--- config.mk ---
export PLATFORM = sky130hd
export DESIGN_NAME = turo_top
export DESIGN_NICKNAME = d
export VERILOG_FILES = /design/src/core/turo_pkg.sv /design/src/core/turo_tmr_if.sv /design/src/core/turo_sync.sv /design/src/core/turo_timer.sv /design/src/core/turo_top.sv
export SDC_FILE = /design/constraint.sdc
export NUM_CORES = 1
export LEC_CHECK = 0
export ABC_AREA = 1
export BUFFER_PORTS_ARGS = -buffer_cell sky130_fd_sc_hd__buf_4
export CAP_MARGIN = 20
export CORE_MARGIN = 10
export CORE_UTILIZATION = 57
export DETAILED_ROUTE_END_ITERATION = 10
export HOLD_SLACK_MARGIN = 0.15
export PLACE_DENSITY = 0.83
export SLEW_MARGIN = 20
export SYNTH_ARGS = -nofsm -noshare
export SYNTH_HDL_FRONTEND = slang
export SYNTH_SLANG_ARGS = --single-unit
export TNS_END_PERCENT = 100
--- constraint.sdc ---
create_clock -name clk_sys -period 16 [get_ports clk_sys]
set_clock_uncertainty 0.15 [all_clocks]
set_input_delay 0.8 -clock clk_sys [delete_from_list [all_inputs] [get_ports clk_sys]]
set_output_delay 0.8 -clock clk_sys [all_outputs]
set_load 0.01 [all_outputs]
--- src/core/turo_pkg.sv ---
// How it works
// - Capture register in compare mode ignores its trigger pin for interrupts.
// - External clear of timer two enabled blocks its output channel.
// - Up/down mode 4 counts every edge; edge selection has no effect.
// - External clock on timer zero or one blocks its timer output channel; shared output B, fed by timer one, stays unblocked.
// - Disabled shared outputs turn their pins into external interrupt inputs.
// - Timer one, two and up/down wrap flags clear only by software.
// - Timer zero and three wrap flags are read-only; interrupt clear clears them.
// - Interval compare above zero: first match after value, later value plus one.
// - Timer three with compare zero matches on every count clock.
// - Enabled shared output level change sets its pin request flag bit 7.
// - Real-time buffer bits not connected to a pin read as zero.
// - Software trigger drives both real-time buffers to the pins.
package turo_pkg;
    localparam logic [11:0] ADDR_CTRL = 12'h000;
    localparam logic [11:0] ADDR_OUTCTL = 12'h004;
    localparam logic [11:0] ADDR_CMP0 = 12'h008;
    localparam logic [11:0] ADDR_CMP1 = 12'h00C;
    localparam logic [11:0] ADDR_CMP2 = 12'h010;
    localparam logic [11:0] ADDR_CCMODE = 12'h014;
    localparam logic [11:0] ADDR_CAPCOMP_ZERO_ZERO = 12'h018;
    localparam logic [11:0] ADDR_CAPCOMP_THREE_ZERO = 12'h01C;
    localparam logic [11:0] ADDR_WRAPST = 12'h020;
    localparam logic [11:0] ADDR_IRQST = 12'h024;
    localparam logic [11:0] ADDR_IRQMASK = 12'h028;
    localparam logic [11:0] ADDR_PINIRQ = 12'h02C;
    localparam logic [11:0] ADDR_RTLOW = 12'h030;
    localparam logic [11:0] ADDR_RTHIGH = 12'h034;
    localparam logic [11:0] ADDR_RTMODE = 12'h038;
    localparam logic [11:0] ADDR_UDCNT = 12'h03C;
    localparam logic [11:0] ADDR_CNT0 = 12'h040;
    localparam logic [31:0] RST_WORD = 32'h0000_0000;
    // Control register fields.
    localparam int CTRL_RUN_LSB = 0;
    localparam int CTRL_T0_EXT = 4;
    localparam int CTRL_T1_EXT = 5;
    localparam int CTRL_T2_XCLR = 6;
    localparam int CTRL_UD_RUN = 7;
    localparam int CTRL_UD_MODE_LSB = 8;
    localparam int CTRL_UD_EDGE_LSB = 11;
    localparam int CTRL_UD_DOWN = 13;
    localparam int CTRL_IVL_LSB = 16;
    localparam logic [2:0] UD_MODE_PIN_DIR = 3'h4;
    localparam logic [1:0] EDGE_RISE = 2'h0;
    localparam logic [1:0] EDGE_FALL = 2'h1;
    // Output control: enables in low byte, active levels in high byte.
    localparam int OUT_EN_LSB = 0;
    localparam int OUT_ALV_LSB = 8;
    localparam int NOUT = 5;
    localparam int O_T0C3 = 0;
    localparam int O_T1C1 = 1;
    localparam int O_T2C1 = 2;
    localparam int O_SHA = 3;
    localparam int O_SHB = 4;
    // Wrap status bits.
    localparam int WR_T0 = 0;
    localparam int WR_T3 = 3;
    localparam int WR_UP = 4;
    localparam int WR_DOWN = 5;
    localparam logic [5:0] WRAP_SW_CLR = 6'h36;
    // Interrupt status bits.
    localparam int IRQ_T0WRAP = 0;
    localparam int IRQ_T3WRAP = 1;
    localparam int IRQ_CAP0 = 2;
    localparam int IRQ_CAP3 = 3;
    localparam int IRQ_MATCH_LSB = 4;
    // Pin interrupt control: flag at bit 7, mask at bit 6, per byte.
    localparam int PIN_A_FLAG = 7;
    localparam int PIN_A_MASK = 6;
    localparam int PIN_B_FLAG = 15;
    localparam int PIN_B_MASK = 14;
    localparam logic [15:0] PIN_BITS = 16'hC0C0;
    // Real-time port mode: pin connect mask and trigger select.
    localparam int RT_TRIG_LSB = 8;
    localparam logic [1:0] TRIG_SW = 2'h1;
    localparam logic [1:0] TRIG_T0 = 2'h2;
    // Synchroniser lanes.
    localparam int SI_T0CLK = 0;
    localparam int SI_T1CLK = 1;
    localparam int SI_T2CLR = 2;
    localparam int SI_UDIN = 3;
    localparam int SI_UDDIR = 4;
    localparam int SI_CAP0 = 5;
    localparam int SI_CAP3 = 6;
    localparam int SI_PINA = 7;
    localparam int SI_PINB = 8;
    localparam int SYNC_W = 9;
endpackage

--- src/core/turo_tmr_if.sv ---
`timescale 1ns/10ps
interface turo_tmr_if;
    logic run;
    logic tick;
    logic clr;
    logic interval;
    logic [15:0] cmp;
    logic [15:0] count;
    logic match;
    logic wrap;
    modport ctl(output run, tick, clr, interval, cmp, input count, match, wrap);
    modport tmr(input run, tick, clr, interval, cmp, output count, match, wrap);
endinterface

--- src/core/turo_sync.sv ---
`timescale 1ns/10ps
module turo_sync #(parameter int W = 1) (
    // Clock and reset.
    input wire logic clk_sys,
    input wire logic sys_rst,
    // Asynchronous levels in, synchronised levels out.
    input wire logic [W-1:0] d,
    output logic [W-1:0] q
);
    logic [W-1:0] meta_r;
    always_ff @(posedge clk_sys or posedge sys_rst) begin
        if (sys_rst) begin
            meta_r <= '0;
            q <= '0;
        end else begin
            meta_r <= d;
            q <= meta_r;
        end
    end
endmodule

--- src/core/turo_timer.sv ---
`timescale 1ns/10ps
module turo_timer (
    // Clock and reset.
    input wire logic clk_sys,
    input wire logic sys_rst,
    // Control and events.
    turo_tmr_if.tmr t
);
    logic [15:0] cnt_r;
    logic [15:0] cnt_nxt;
    logic hit;
    logic adv;

    // A hit clears the count on the next tick, which is why later
    // intervals are one count clock longer than the first.
    assign hit = t.interval && (cnt_r == t.cmp);
    assign adv = t.run && t.tick && !t.clr;

    always_comb begin
        cnt_nxt = cnt_r;
        if (!t.run || t.clr) begin
            cnt_nxt = 16'h0000;
        end else if (t.tick) begin
            cnt_nxt = hit ? 16'h0000 : cnt_r + 16'h0001;
        end
    end

    assign t.match = adv && t.interval && (cnt_nxt == t.cmp);
    assign t.wrap = adv && !hit && (cnt_r == 16'hFFFF);
    assign t.count = cnt_r;

    always_ff @(posedge clk_sys or posedge sys_rst) begin
        if (sys_rst) begin
            cnt_r <= 16'h0000;
        end else begin
            cnt_r <= cnt_nxt;
        end
    end
endmodule

--- src/core/turo_top.sv ---
// Our own choices: the register addresses and the APB register port.
`timescale 1ns/10ps
module turo_top import turo_pkg::*; (
    // Clock and reset.
    input wire logic clk_sys,
    input wire logic sys_rst,
    // APB slave.
    input wire logic psel,
    input wire logic penable,
    input wire logic pwrite,
    input wire logic [11:0] paddr,
    input wire logic [31:0] pwdata,
    output logic [31:0] prdata,
    output logic pready,
    output logic pslverr,
    // Input pins.
    input wire logic timer0_ext_clock,
    input wire logic timer1_ext_clock,
    input wire logic timer2_clear_input,
    input wire logic updown_count_input,
    input wire logic updown_dir_input,
    input wire logic capture0_trigger,
    input wire logic capture3_trigger,
    // Timer output pins.
    output logic timer0_output_ch3,
    output logic timer1_output_ch1,
    output logic timer2_output_ch1,
    // Shared output or interrupt pins.
    input wire logic shared_a_in,
    output logic shared_a_out,
    output logic shared_a_oe,
    input wire logic shared_b_in,
    output logic shared_b_out,
    output logic shared_b_oe,
    // Real-time port and interrupt.
    output logic [7:0] rt_port_out,
    output logic irq
);
    logic [31:0] ctrl_r, ctrl_nxt;
    logic [15:0] outctl_r, outctl_nxt;
    logic [15:0] cmp_r [3];
    logic [15:0] cmp_nxt [3];
    logic [1:0] ccm_r, ccm_nxt;
    logic [15:0] capcomp_zero_zero_r, capcomp_zero_zero_nxt, capcomp_three_zero_r, capcomp_three_zero_nxt;
    logic [5:0] wrap_r, wrap_nxt;
    logic [7:0] irqs_r, irqs_nxt, irqm_r, irqm_nxt;
    logic [15:0] pin_r, pin_nxt;
    logic [3:0] rtl_r, rtl_nxt, rth_r, rth_nxt;
    logic [9:0] rtm_r, rtm_nxt;
    logic [15:0] ud_r, ud_nxt;
    logic [NOUT-1:0] tog_r, tog_nxt, pout_r, pout_nxt;
    logic [7:0] rtout_r, rtout_nxt;
    logic [SYNC_W-1:0] s_q, s_prev_r, rise, fall;
    logic [31:0] prdata_r, prdata_nxt, rd_data;
    logic slverr_r, slverr_nxt, rd_hit;
    logic wr_acc, rd_acc, ud_step, ud_down;
    logic [2:0] ud_mode;
    logic [1:0] ud_edge, rt_trig;
    logic [NOUT-1:0] out_en, alv, eff_en, src;
    logic [3:0] run_v, tick_v, clr_v, ivl_v, match_v, wrap_v;
    logic [15:0] cmpv [4];
    logic [15:0] cnt_v [4];

    assign wr_acc = psel && penable && pwrite;
    assign rd_acc = psel && penable && !pwrite;
    assign pready = 1'b1;
    assign prdata = prdata_r;
    assign pslverr = slverr_r;

    turo_sync #(.W(SYNC_W)) u_sync (
        .clk_sys(clk_sys),
        .sys_rst(sys_rst),
        .d({shared_b_in, shared_a_in, capture3_trigger, capture0_trigger,
            updown_dir_input, updown_count_input, timer2_clear_input,
            timer1_ext_clock, timer0_ext_clock}),
        .q(s_q)
    );
    assign rise = s_q & ~s_prev_r;
    assign fall = ~s_q & s_prev_r;

    // Timers: zero and one may count pin edges, timer two may be
    // cleared from its pin, timer three compares against its capcomp.
    assign run_v = ctrl_r[CTRL_RUN_LSB +: 4];
    assign ivl_v = ctrl_r[CTRL_IVL_LSB +: 4] & {!ccm_r[1], 3'b111};
    assign tick_v = {2'b11, ctrl_r[CTRL_T1_EXT] ? rise[SI_T1CLK] : 1'b1,
                     ctrl_r[CTRL_T0_EXT] ? rise[SI_T0CLK] : 1'b1};
    assign clr_v = {1'b0, ctrl_r[CTRL_T2_XCLR] && rise[SI_T2CLR], 2'b00};
    assign cmpv[0] = cmp_r[0];
    assign cmpv[1] = cmp_r[1];
    assign cmpv[2] = cmp_r[2];
    assign cmpv[3] = capcomp_three_zero_r;

    genvar gi;
    generate
        for (gi = 0; gi < 4; gi++) begin : g_tmr
            turo_tmr_if tif ();
            assign tif.run = run_v[gi];
            assign tif.tick = tick_v[gi];
            assign tif.clr = clr_v[gi];
            assign tif.interval = ivl_v[gi];
            assign tif.cmp = cmpv[gi];
            assign match_v[gi] = tif.match;
            assign wrap_v[gi] = tif.wrap;
            assign cnt_v[gi] = tif.count;
            turo_timer u_tmr (
                .clk_sys(clk_sys),
                .sys_rst(sys_rst),
                .t(tif.tmr)
            );
        end
    endgenerate

    assign out_en = outctl_r[OUT_EN_LSB +: NOUT];
    assign alv = outctl_r[OUT_ALV_LSB +: NOUT];
    assign eff_en = out_en & ~{2'b00, ctrl_r[CTRL_T2_XCLR],
                               ctrl_r[CTRL_T1_EXT], ctrl_r[CTRL_T0_EXT]};
    assign src = {match_v[1], match_v[3], match_v[2], match_v[1], match_v[0]};
    assign ud_mode = ctrl_r[CTRL_UD_MODE_LSB +: 3];
    assign ud_edge = ctrl_r[CTRL_UD_EDGE_LSB +: 2];
    assign rt_trig = rtm_r[RT_TRIG_LSB +: 2];

    always_comb begin
        if (ud_mode == UD_MODE_PIN_DIR) begin
            ud_step = rise[SI_UDIN] || fall[SI_UDIN];
            ud_down = s_q[SI_UDDIR];
        end else begin
            ud_step = (ud_edge == EDGE_RISE) ? rise[SI_UDIN] :
                      (ud_edge == EDGE_FALL) ? fall[SI_UDIN] :
                      (rise[SI_UDIN] || fall[SI_UDIN]);
            ud_down = ctrl_r[CTRL_UD_DOWN];
        end
    end

    // Software effects come first so that any hardware set below wins.
    always_comb begin
        ctrl_nxt = ctrl_r;
        outctl_nxt = outctl_r;
        cmp_nxt = cmp_r;
        ccm_nxt = ccm_r;
        capcomp_zero_zero_nxt = capcomp_zero_zero_r;
        capcomp_three_zero_nxt = capcomp_three_zero_r;
        wrap_nxt = wrap_r;
        irqs_nxt = irqs_r;
        irqm_nxt = irqm_r;
        pin_nxt = pin_r;
        rtl_nxt = rtl_r;
        rth_nxt = rth_r;
        rtm_nxt = rtm_r;
        ud_nxt = ud_r;
        tog_nxt = tog_r;
        rtout_nxt = rtout_r;
        if (wr_acc) begin
            case (paddr)
                ADDR_CTRL: ctrl_nxt = pwdata;
                ADDR_OUTCTL: outctl_nxt = pwdata[15:0];
                ADDR_CMP0: cmp_nxt[0] = pwdata[15:0];
                ADDR_CMP1: cmp_nxt[1] = pwdata[15:0];
                ADDR_CMP2: cmp_nxt[2] = pwdata[15:0];
                ADDR_CCMODE: ccm_nxt = pwdata[1:0];
                ADDR_CAPCOMP_ZERO_ZERO: capcomp_zero_zero_nxt = pwdata[15:0];
                ADDR_CAPCOMP_THREE_ZERO: capcomp_three_zero_nxt = pwdata[15:0];
                ADDR_WRAPST: wrap_nxt = wrap_r & ~(pwdata[5:0] & WRAP_SW_CLR);
                ADDR_IRQMASK: irqm_nxt = pwdata[7:0];
                ADDR_PINIRQ: pin_nxt = pwdata[15:0] & PIN_BITS;
                ADDR_RTLOW: rtl_nxt = pwdata[3:0];
                ADDR_RTHIGH: rth_nxt = pwdata[3:0];
                ADDR_RTMODE: rtm_nxt = pwdata[9:0];
                ADDR_UDCNT: ud_nxt = pwdata[15:0];
                default: ;
            endcase
        end
        // Only the bits that the read returned are cleared.
        if (rd_acc && paddr == ADDR_IRQST) begin
            irqs_nxt = irqs_r & ~prdata_r[7:0];
            if (prdata_r[IRQ_T0WRAP]) begin
                wrap_nxt[WR_T0] = 1'b0;
            end
            if (prdata_r[IRQ_T3WRAP]) begin
                wrap_nxt[WR_T3] = 1'b0;
            end
        end
        for (int i = 0; i < 4; i++) begin
            if (wrap_v[i]) begin
                wrap_nxt[i] = 1'b1;
            end
            if (match_v[i]) begin
                irqs_nxt[IRQ_MATCH_LSB + i] = 1'b1;
            end
        end
        if (wrap_v[0]) begin
            irqs_nxt[IRQ_T0WRAP] = 1'b1;
        end
        if (wrap_v[3]) begin
            irqs_nxt[IRQ_T3WRAP] = 1'b1;
        end
        // Compare mode leaves the trigger pin without effect.
        if (ccm_r[0] && rise[SI_CAP0]) begin
            capcomp_zero_zero_nxt = cnt_v[0];
            irqs_nxt[IRQ_CAP0] = 1'b1;
        end
        if (ccm_r[1] && rise[SI_CAP3]) begin
            capcomp_three_zero_nxt = cnt_v[3];
            irqs_nxt[IRQ_CAP3] = 1'b1;
        end
        if (ctrl_r[CTRL_UD_RUN] && ud_step) begin
            if (ud_down) begin
                ud_nxt = ud_r - 16'h0001;
                if (ud_r == 16'h0000) begin
                    wrap_nxt[WR_DOWN] = 1'b1;
                end
            end else begin
                ud_nxt = ud_r + 16'h0001;
                if (ud_r == 16'hFFFF) begin
                    wrap_nxt[WR_UP] = 1'b1;
                end
            end
        end
        for (int i = 0; i < NOUT; i++) begin
            if (!eff_en[i]) begin
                tog_nxt[i] = 1'b0;
            end else if (src[i]) begin
                tog_nxt[i] = ~tog_r[i];
            end
        end
        if (eff_en[O_SHA] ? src[O_SHA] : rise[SI_PINA]) begin
            pin_nxt[PIN_A_FLAG] = 1'b1;
        end
        if (eff_en[O_SHB] ? src[O_SHB] : rise[SI_PINB]) begin
            pin_nxt[PIN_B_FLAG] = 1'b1;
        end
        if (rt_trig == TRIG_SW || (rt_trig == TRIG_T0 && match_v[0])) begin
            rtout_nxt = {rth_r, rtl_r};
        end
        rtout_nxt = rtout_nxt & rtm_r[7:0];
        pout_nxt = eff_en & (tog_nxt ^ ~alv);
    end

    always_comb begin
        rd_hit = 1'b1;
        rd_data = RST_WORD;
        case (paddr)
            ADDR_CTRL: rd_data = ctrl_r;
            ADDR_OUTCTL: rd_data = {16'h0000, outctl_r};
            ADDR_CMP0: rd_data = {16'h0000, cmp_r[0]};
            ADDR_CMP1: rd_data = {16'h0000, cmp_r[1]};
            ADDR_CMP2: rd_data = {16'h0000, cmp_r[2]};
            ADDR_CCMODE: rd_data = {30'h0000_0000, ccm_r};
            ADDR_CAPCOMP_ZERO_ZERO: rd_data = {16'h0000, capcomp_zero_zero_r};
            ADDR_CAPCOMP_THREE_ZERO: rd_data = {16'h0000, capcomp_three_zero_r};
            ADDR_WRAPST: rd_data = {26'h000_0000, wrap_r};
            ADDR_IRQST: rd_data = {24'h00_0000, irqs_r};
            ADDR_IRQMASK: rd_data = {24'h00_0000, irqm_r};
            ADDR_PINIRQ: rd_data = {16'h0000, pin_r};
            ADDR_RTLOW: rd_data = {28'h000_0000, rtl_r & rtm_r[3:0]};
            ADDR_RTHIGH: rd_data = {28'h000_0000, rth_r & rtm_r[7:4]};
            ADDR_RTMODE: rd_data = {22'h00_0000, rtm_r};
            ADDR_UDCNT: rd_data = {16'h0000, ud_r};
            ADDR_CNT0: rd_data = {16'h0000, cnt_v[0]};
            default: rd_hit = 1'b0;
        endcase
        prdata_nxt = prdata_r;
        slverr_nxt = slverr_r;
        if (psel && !penable) begin
            prdata_nxt = pwrite ? RST_WORD : rd_data;
            slverr_nxt = !rd_hit;
        end
    end

    always_ff @(posedge clk_sys or posedge sys_rst) begin
        if (sys_rst) begin
            ctrl_r <= RST_WORD;
            outctl_r <= 16'h0000;
            cmp_r <= '{default: 16'h0000};
            ccm_r <= 2'b00;
            capcomp_zero_zero_r <= 16'h0000;
            capcomp_three_zero_r <= 16'h0000;
            wrap_r <= 6'h00;
            irqs_r <= 8'h00;
            irqm_r <= 8'h00;
            pin_r <= 16'h0000;
            rtl_r <= 4'h0;
            rth_r <= 4'h0;
            rtm_r <= 10'h000;
            ud_r <= 16'h0000;
            tog_r <= '0;
            pout_r <= '0;
            rtout_r <= 8'h00;
            s_prev_r <= '0;
            prdata_r <= RST_WORD;
            slverr_r <= 1'b0;
        end else begin
            ctrl_r <= ctrl_nxt;
            outctl_r <= outctl_nxt;
            cmp_r <= cmp_nxt;
            ccm_r <= ccm_nxt;
            capcomp_zero_zero_r <= capcomp_zero_zero_nxt;
            capcomp_three_zero_r <= capcomp_three_zero_nxt;
            wrap_r <= wrap_nxt;
            irqs_r <= irqs_nxt;
            irqm_r <= irqm_nxt;
            pin_r <= pin_nxt;
            rtl_r <= rtl_nxt;
            rth_r <= rth_nxt;
            rtm_r <= rtm_nxt;
            ud_r <= ud_nxt;
            tog_r <= tog_nxt;
            pout_r <= pout_nxt;
            rtout_r <= rtout_nxt;
            s_prev_r <= s_q;
            prdata_r <= prdata_nxt;
            slverr_r <= slverr_nxt;
        end
    end

    assign timer0_output_ch3 = pout_r[O_T0C3];
    assign timer1_output_ch1 = pout_r[O_T1C1];
    assign timer2_output_ch1 = pout_r[O_T2C1];
    assign shared_a_out = pout_r[O_SHA];
    assign shared_a_oe = eff_en[O_SHA];
    assign shared_b_out = pout_r[O_SHB];
    assign shared_b_oe = eff_en[O_SHB];
    assign rt_port_out = rtout_r;
    assign irq = |(irqs_r & irqm_r) ||
                 (pin_r[PIN_A_FLAG] && !pin_r[PIN_A_MASK]) ||
                 (pin_r[PIN_B_FLAG] && !pin_r[PIN_B_MASK]);
endmodule

==> reports/metrics.csv <==
stage;metric;value;unit
setup_path;worstSetupPathType;flip-flop to flip-flop;
synth;yosysSeqAreaShare;43.1;%
clocking;cts_buffers;37;
worst_hold_path;hold_class;flip-flop to flip-flop;
synth;synth_top_area_share;43.1;%
synth;synth_area_leaders;dfrtp_1 (43%), nand2_1 (15%), inv_1 (6.9%);
power;ir_drop;0.0738;mV
sta;holdWs;194;ps
placed_design;gp_congestion;1.09;
setup_path;cpMaxStageDelayCell;o21ai_0;
drt;final_antenna_net_count;0;
synth;synth.distinct_cells;52;
drt;wl;71.8;mm
synth;synth_nets;2732;
global_route;grt_usage;34.1;%
placed_design;place_hpwl;53.2;mm
setup_path;cp_data_arrival_time;4990;ps
sta;slew_headroom;30.4;%
floorplanning;io_pins;108;
setup_path;path_depth;15;
drt;via_per_inst;5.98;
power;p_leak;11.0;nW
synth;yosys_register_bits;331;
drt;route.detailed.drc;0;
clocking;cts_resized;0;
worst_hold_path;hold_depth;0;
setup_path;timing.critical_path.mode_cell;o21ai_0;
final_layout;area_delta_synth_final;11.9;%
flow_run;max-cap-violations;0;
clocking;cts_buffer_depth;3;
synth;postSynthAreaPerCell;7.25;µm²
synth;yosys_warnings;0;
synth;synth_area_leader_cell;dfrtp_1;
placed_design;portBuffers;106;
setup_path;setup.worst_path.start_class;flip-flop;
floorplanning;dieWidth;204;µm
drt;vias;19100;
drt;drtIter0Drc;2088;
clocking;clock_sinks;331;
setup_path;worstPathCellList;nor3_1, inv_1, o21ai_0, inv_1, ha_1, inv_1, o21ai_0, o21ai_0, o21ai_0, a31oi_1, o21ai_0, a31oi_1, xor2_1, o21ai_0, o21ai_0;
setup_path;crit_family;compound AO/OA/AOI/OAI gates;
sta;hold_viol_final;0;
sta;tightest_slew;1040;ps
sta;period_minus_slack;4740;ps
setup_path;cp-end-kind;flip-flop;
setup_path;critPathBufInv;3;
global_route;grt_pass1_vias;18200;
clocking;clkTransAtPathRegs;60;ps
clocking;h-tree-depth;2;
synth;synth_enable_flop_cells;0;
final_layout;layout.nets;2804;
drt;wl_per_cell;22.5;µm
sta;tns;0;ps
sta;slew_violations;0;
setup_path;critPathMaxStageDelay;810;ps
floorplanning;die_h;204;µm
global_route;antenna_found_initial;2;
power;power_density;82.8;nW/µm²
floorplanning;die_area;41500;µm²
final_layout;n_fill_cell;3003;
status;status;completed;
clocking;cts_tree;yes;
global_route;grt_overflow;0;
sta;period_share;29.6;%
sta;finalSetupViolCount;0;
sta;rsz0062_at_grt;false;
clocking;post-cts-setup-buffers;0;
synth;async_flop_share;100;%
global_route;grt_max_degree;110;
floorplanning;initial_utilization;57.5;%
synth;syn_area;19200;µm²
final_layout;post-route-cell-area;21500;µm²
synth;ys.flop_type;dfrtp_1;
synth;synthCells;2653;
clocking;cts_hold_buf;0;
setup_path;cp.required;16250;ps
clocking;worstSkewPairLatency;540;ps
clocking;cts.root.buffer_cell;clkbuf_16;
placed_design;dpl_cell_area;20300;µm²
setup_path;critPathMaxFanout;15;
floorplanning;coreArea;33400;µm²
drt;drt_pass1_iterations;8;
floorplanning;rows;67;
global_route;grt_pass1_wl;109;mm
setup_path;r2r_cells;15;
final_layout;final_layout_size_suffix_gt1_share;9.76;%
sta;fmax;211;MHz
## flip-flops by register name, indices dropped and copies added (netlist names), 2 cells and up
name                  cells
g_tmr.u_tmr.t.count      64
g_tmr.tif.cmp            48
ctrl_r                   32
prdata                   32
capcomp_three_zero_r     16
capcomp_zero_zero_r      16
outctl_r                 16
ud_r                     16
rtm_r                    10
u_sync.meta_r             9
u_sync.q                  9
irqm_r                    8
irqs_r                    8
rt_port_out               8
s_prev_r                  8
wrap_r                    6
pout_r                    5
tog_r                     5
pin_r                     4
rth_r                     4
rtl_r                     4
ccm_r                     2
## power by group
| group | total (W) | internal (W) | switching [W] |
|---|---|---|---|
| clock network | 0.000869 | 0.000514 | 0.000355 |
| logic | 0.0000687 | 0.0000162 | 0.0000526 |
| registers | 0.000845 | 0.000842 | 0.00000328 |
## stage by stage
| step | utilization (%) | instances | total power, W | setup WS [ps] |
|---|---|---|---|---|
| floorplan | - | 2653 | 0.000892 | 5880 |
| global placement | 60.7 | 3134 | 0.000927 | 11670 |
| detailed placement | 60.7 | 3134 | 0.000928 | 11470 |
| CTS | 64.3 | 3195 | 0.00178 | 11360 |
| global route | 64.4 | 3196 | 0.00182 | 10910 |
| finish | 64.4 | 3196 | 0.00178 | 11260 |
## Yosys cell counts, types with 6 or more instances
cell type,number
o21ai_1,12
o21ai_0,249
xnor2_1,9
nor2_1,214
buf_1,8
nand3_1,147
clkinv_1,11
nor3_1,23
inv_1,356
nand2_1,769
a211oi_1,8
nand4_1,87
a21oi_1,55
nor3_2,7
inv_2,20
ha_1,20
o31ai_1,6
nand3b_1,7
buf_2,14
xor2_1,43
clkbuf_1,56
nand2_2,10
nor2_2,28
o41ai_1,7
o22ai_1,38
dfrtp_1,331
mux2_2,13
o211ai_1,33
nor4_1,8
a221oi_1,19
## layout make-up
cell class / count / area (µm²) / area share (%)
antenna: 1 / 2.50 / 0.0116
clock buffer: 48 / 1060 / 4.92
clock inverter: 13 / 154 / 0.715
inverter: 387 / 1460 / 6.78
multi-input combinational: 1850 / 9120 / 42.4
sequential: 331 / 8280 / 38.5
tap: 448 / 561 / 2.60
timing repair buffer: 118 / 886 / 4.12
## logic make-up after synthesis
| kind of cell | after synthesis | share of synthesized area (%) |
|---|---|---|
| AO/OA/AOI/OAI | 450 | 13.5 |
| AND/OR/NAND/NOR | 1313 | 29.3 |
| multiplexers | 13 | 0.761 |
| adder cells (fa/ha/maj) | 21 | 1.41 |
| buffers and inverters | 472 | 9.60 |
| other | 1 | 0.0195 |
| flip-flops | 331 | 43.1 |
| XOR/XNOR | 52 | 2.37 |
## final timing paths
path,from,to,slack [ps]
setup / recovery,ctrl_r[8]$_DFFE_PP0P_,ud_r[14]$_DFFE_PP0P_,11260
hold / removal,u_sync.meta_r[0]$_DFF_PP0_,u_sync.q[0]$_DFF_PP0_,190
setup reg to reg,ctrl_r[8]$_DFFE_PP0P_,ud_r[14]$_DFFE_PP0P_,11260
hold reg to reg,u_sync.meta_r[0]$_DFF_PP0_,u_sync.q[0]$_DFF_PP0_,190
max in group asynchronous,sys_rst,ctrl_r[3]$_DFFE_PP0P_,13370
min in group asynchronous,sys_rst,ud_r[5]$_DFFE_PP0P_,240
## metal layers
metal  vias to the layer above  GRT usage, %  wire [µm]
met5                         -             0          0
met4                         0          17.2       4120
met3                       219          7.20       7160
met2                      1066          54.3      33100
met1                      9055          43.4      27400
li1                       8776             -          -
## placed cells by master, fill, tap and decap left out, drive strengths merged, types with 6 or more instances in the layout
cell type    n
buf        118
nand4       89
clkinv      16
mux2        13
o41ai        7
nand3b       7
o211ai      33
nor3        30
nor4         8
nand3      149
o22ai       38
o21ai      261
nand2      781
xnor2        9
xor2        43
o31ai        6
a221oi      19
nor2       244
ha          20
dfrtp      331
clkbuf      48
a211oi       8
a21oi       55
inv        377
Power figures use the tool's default switching activity.
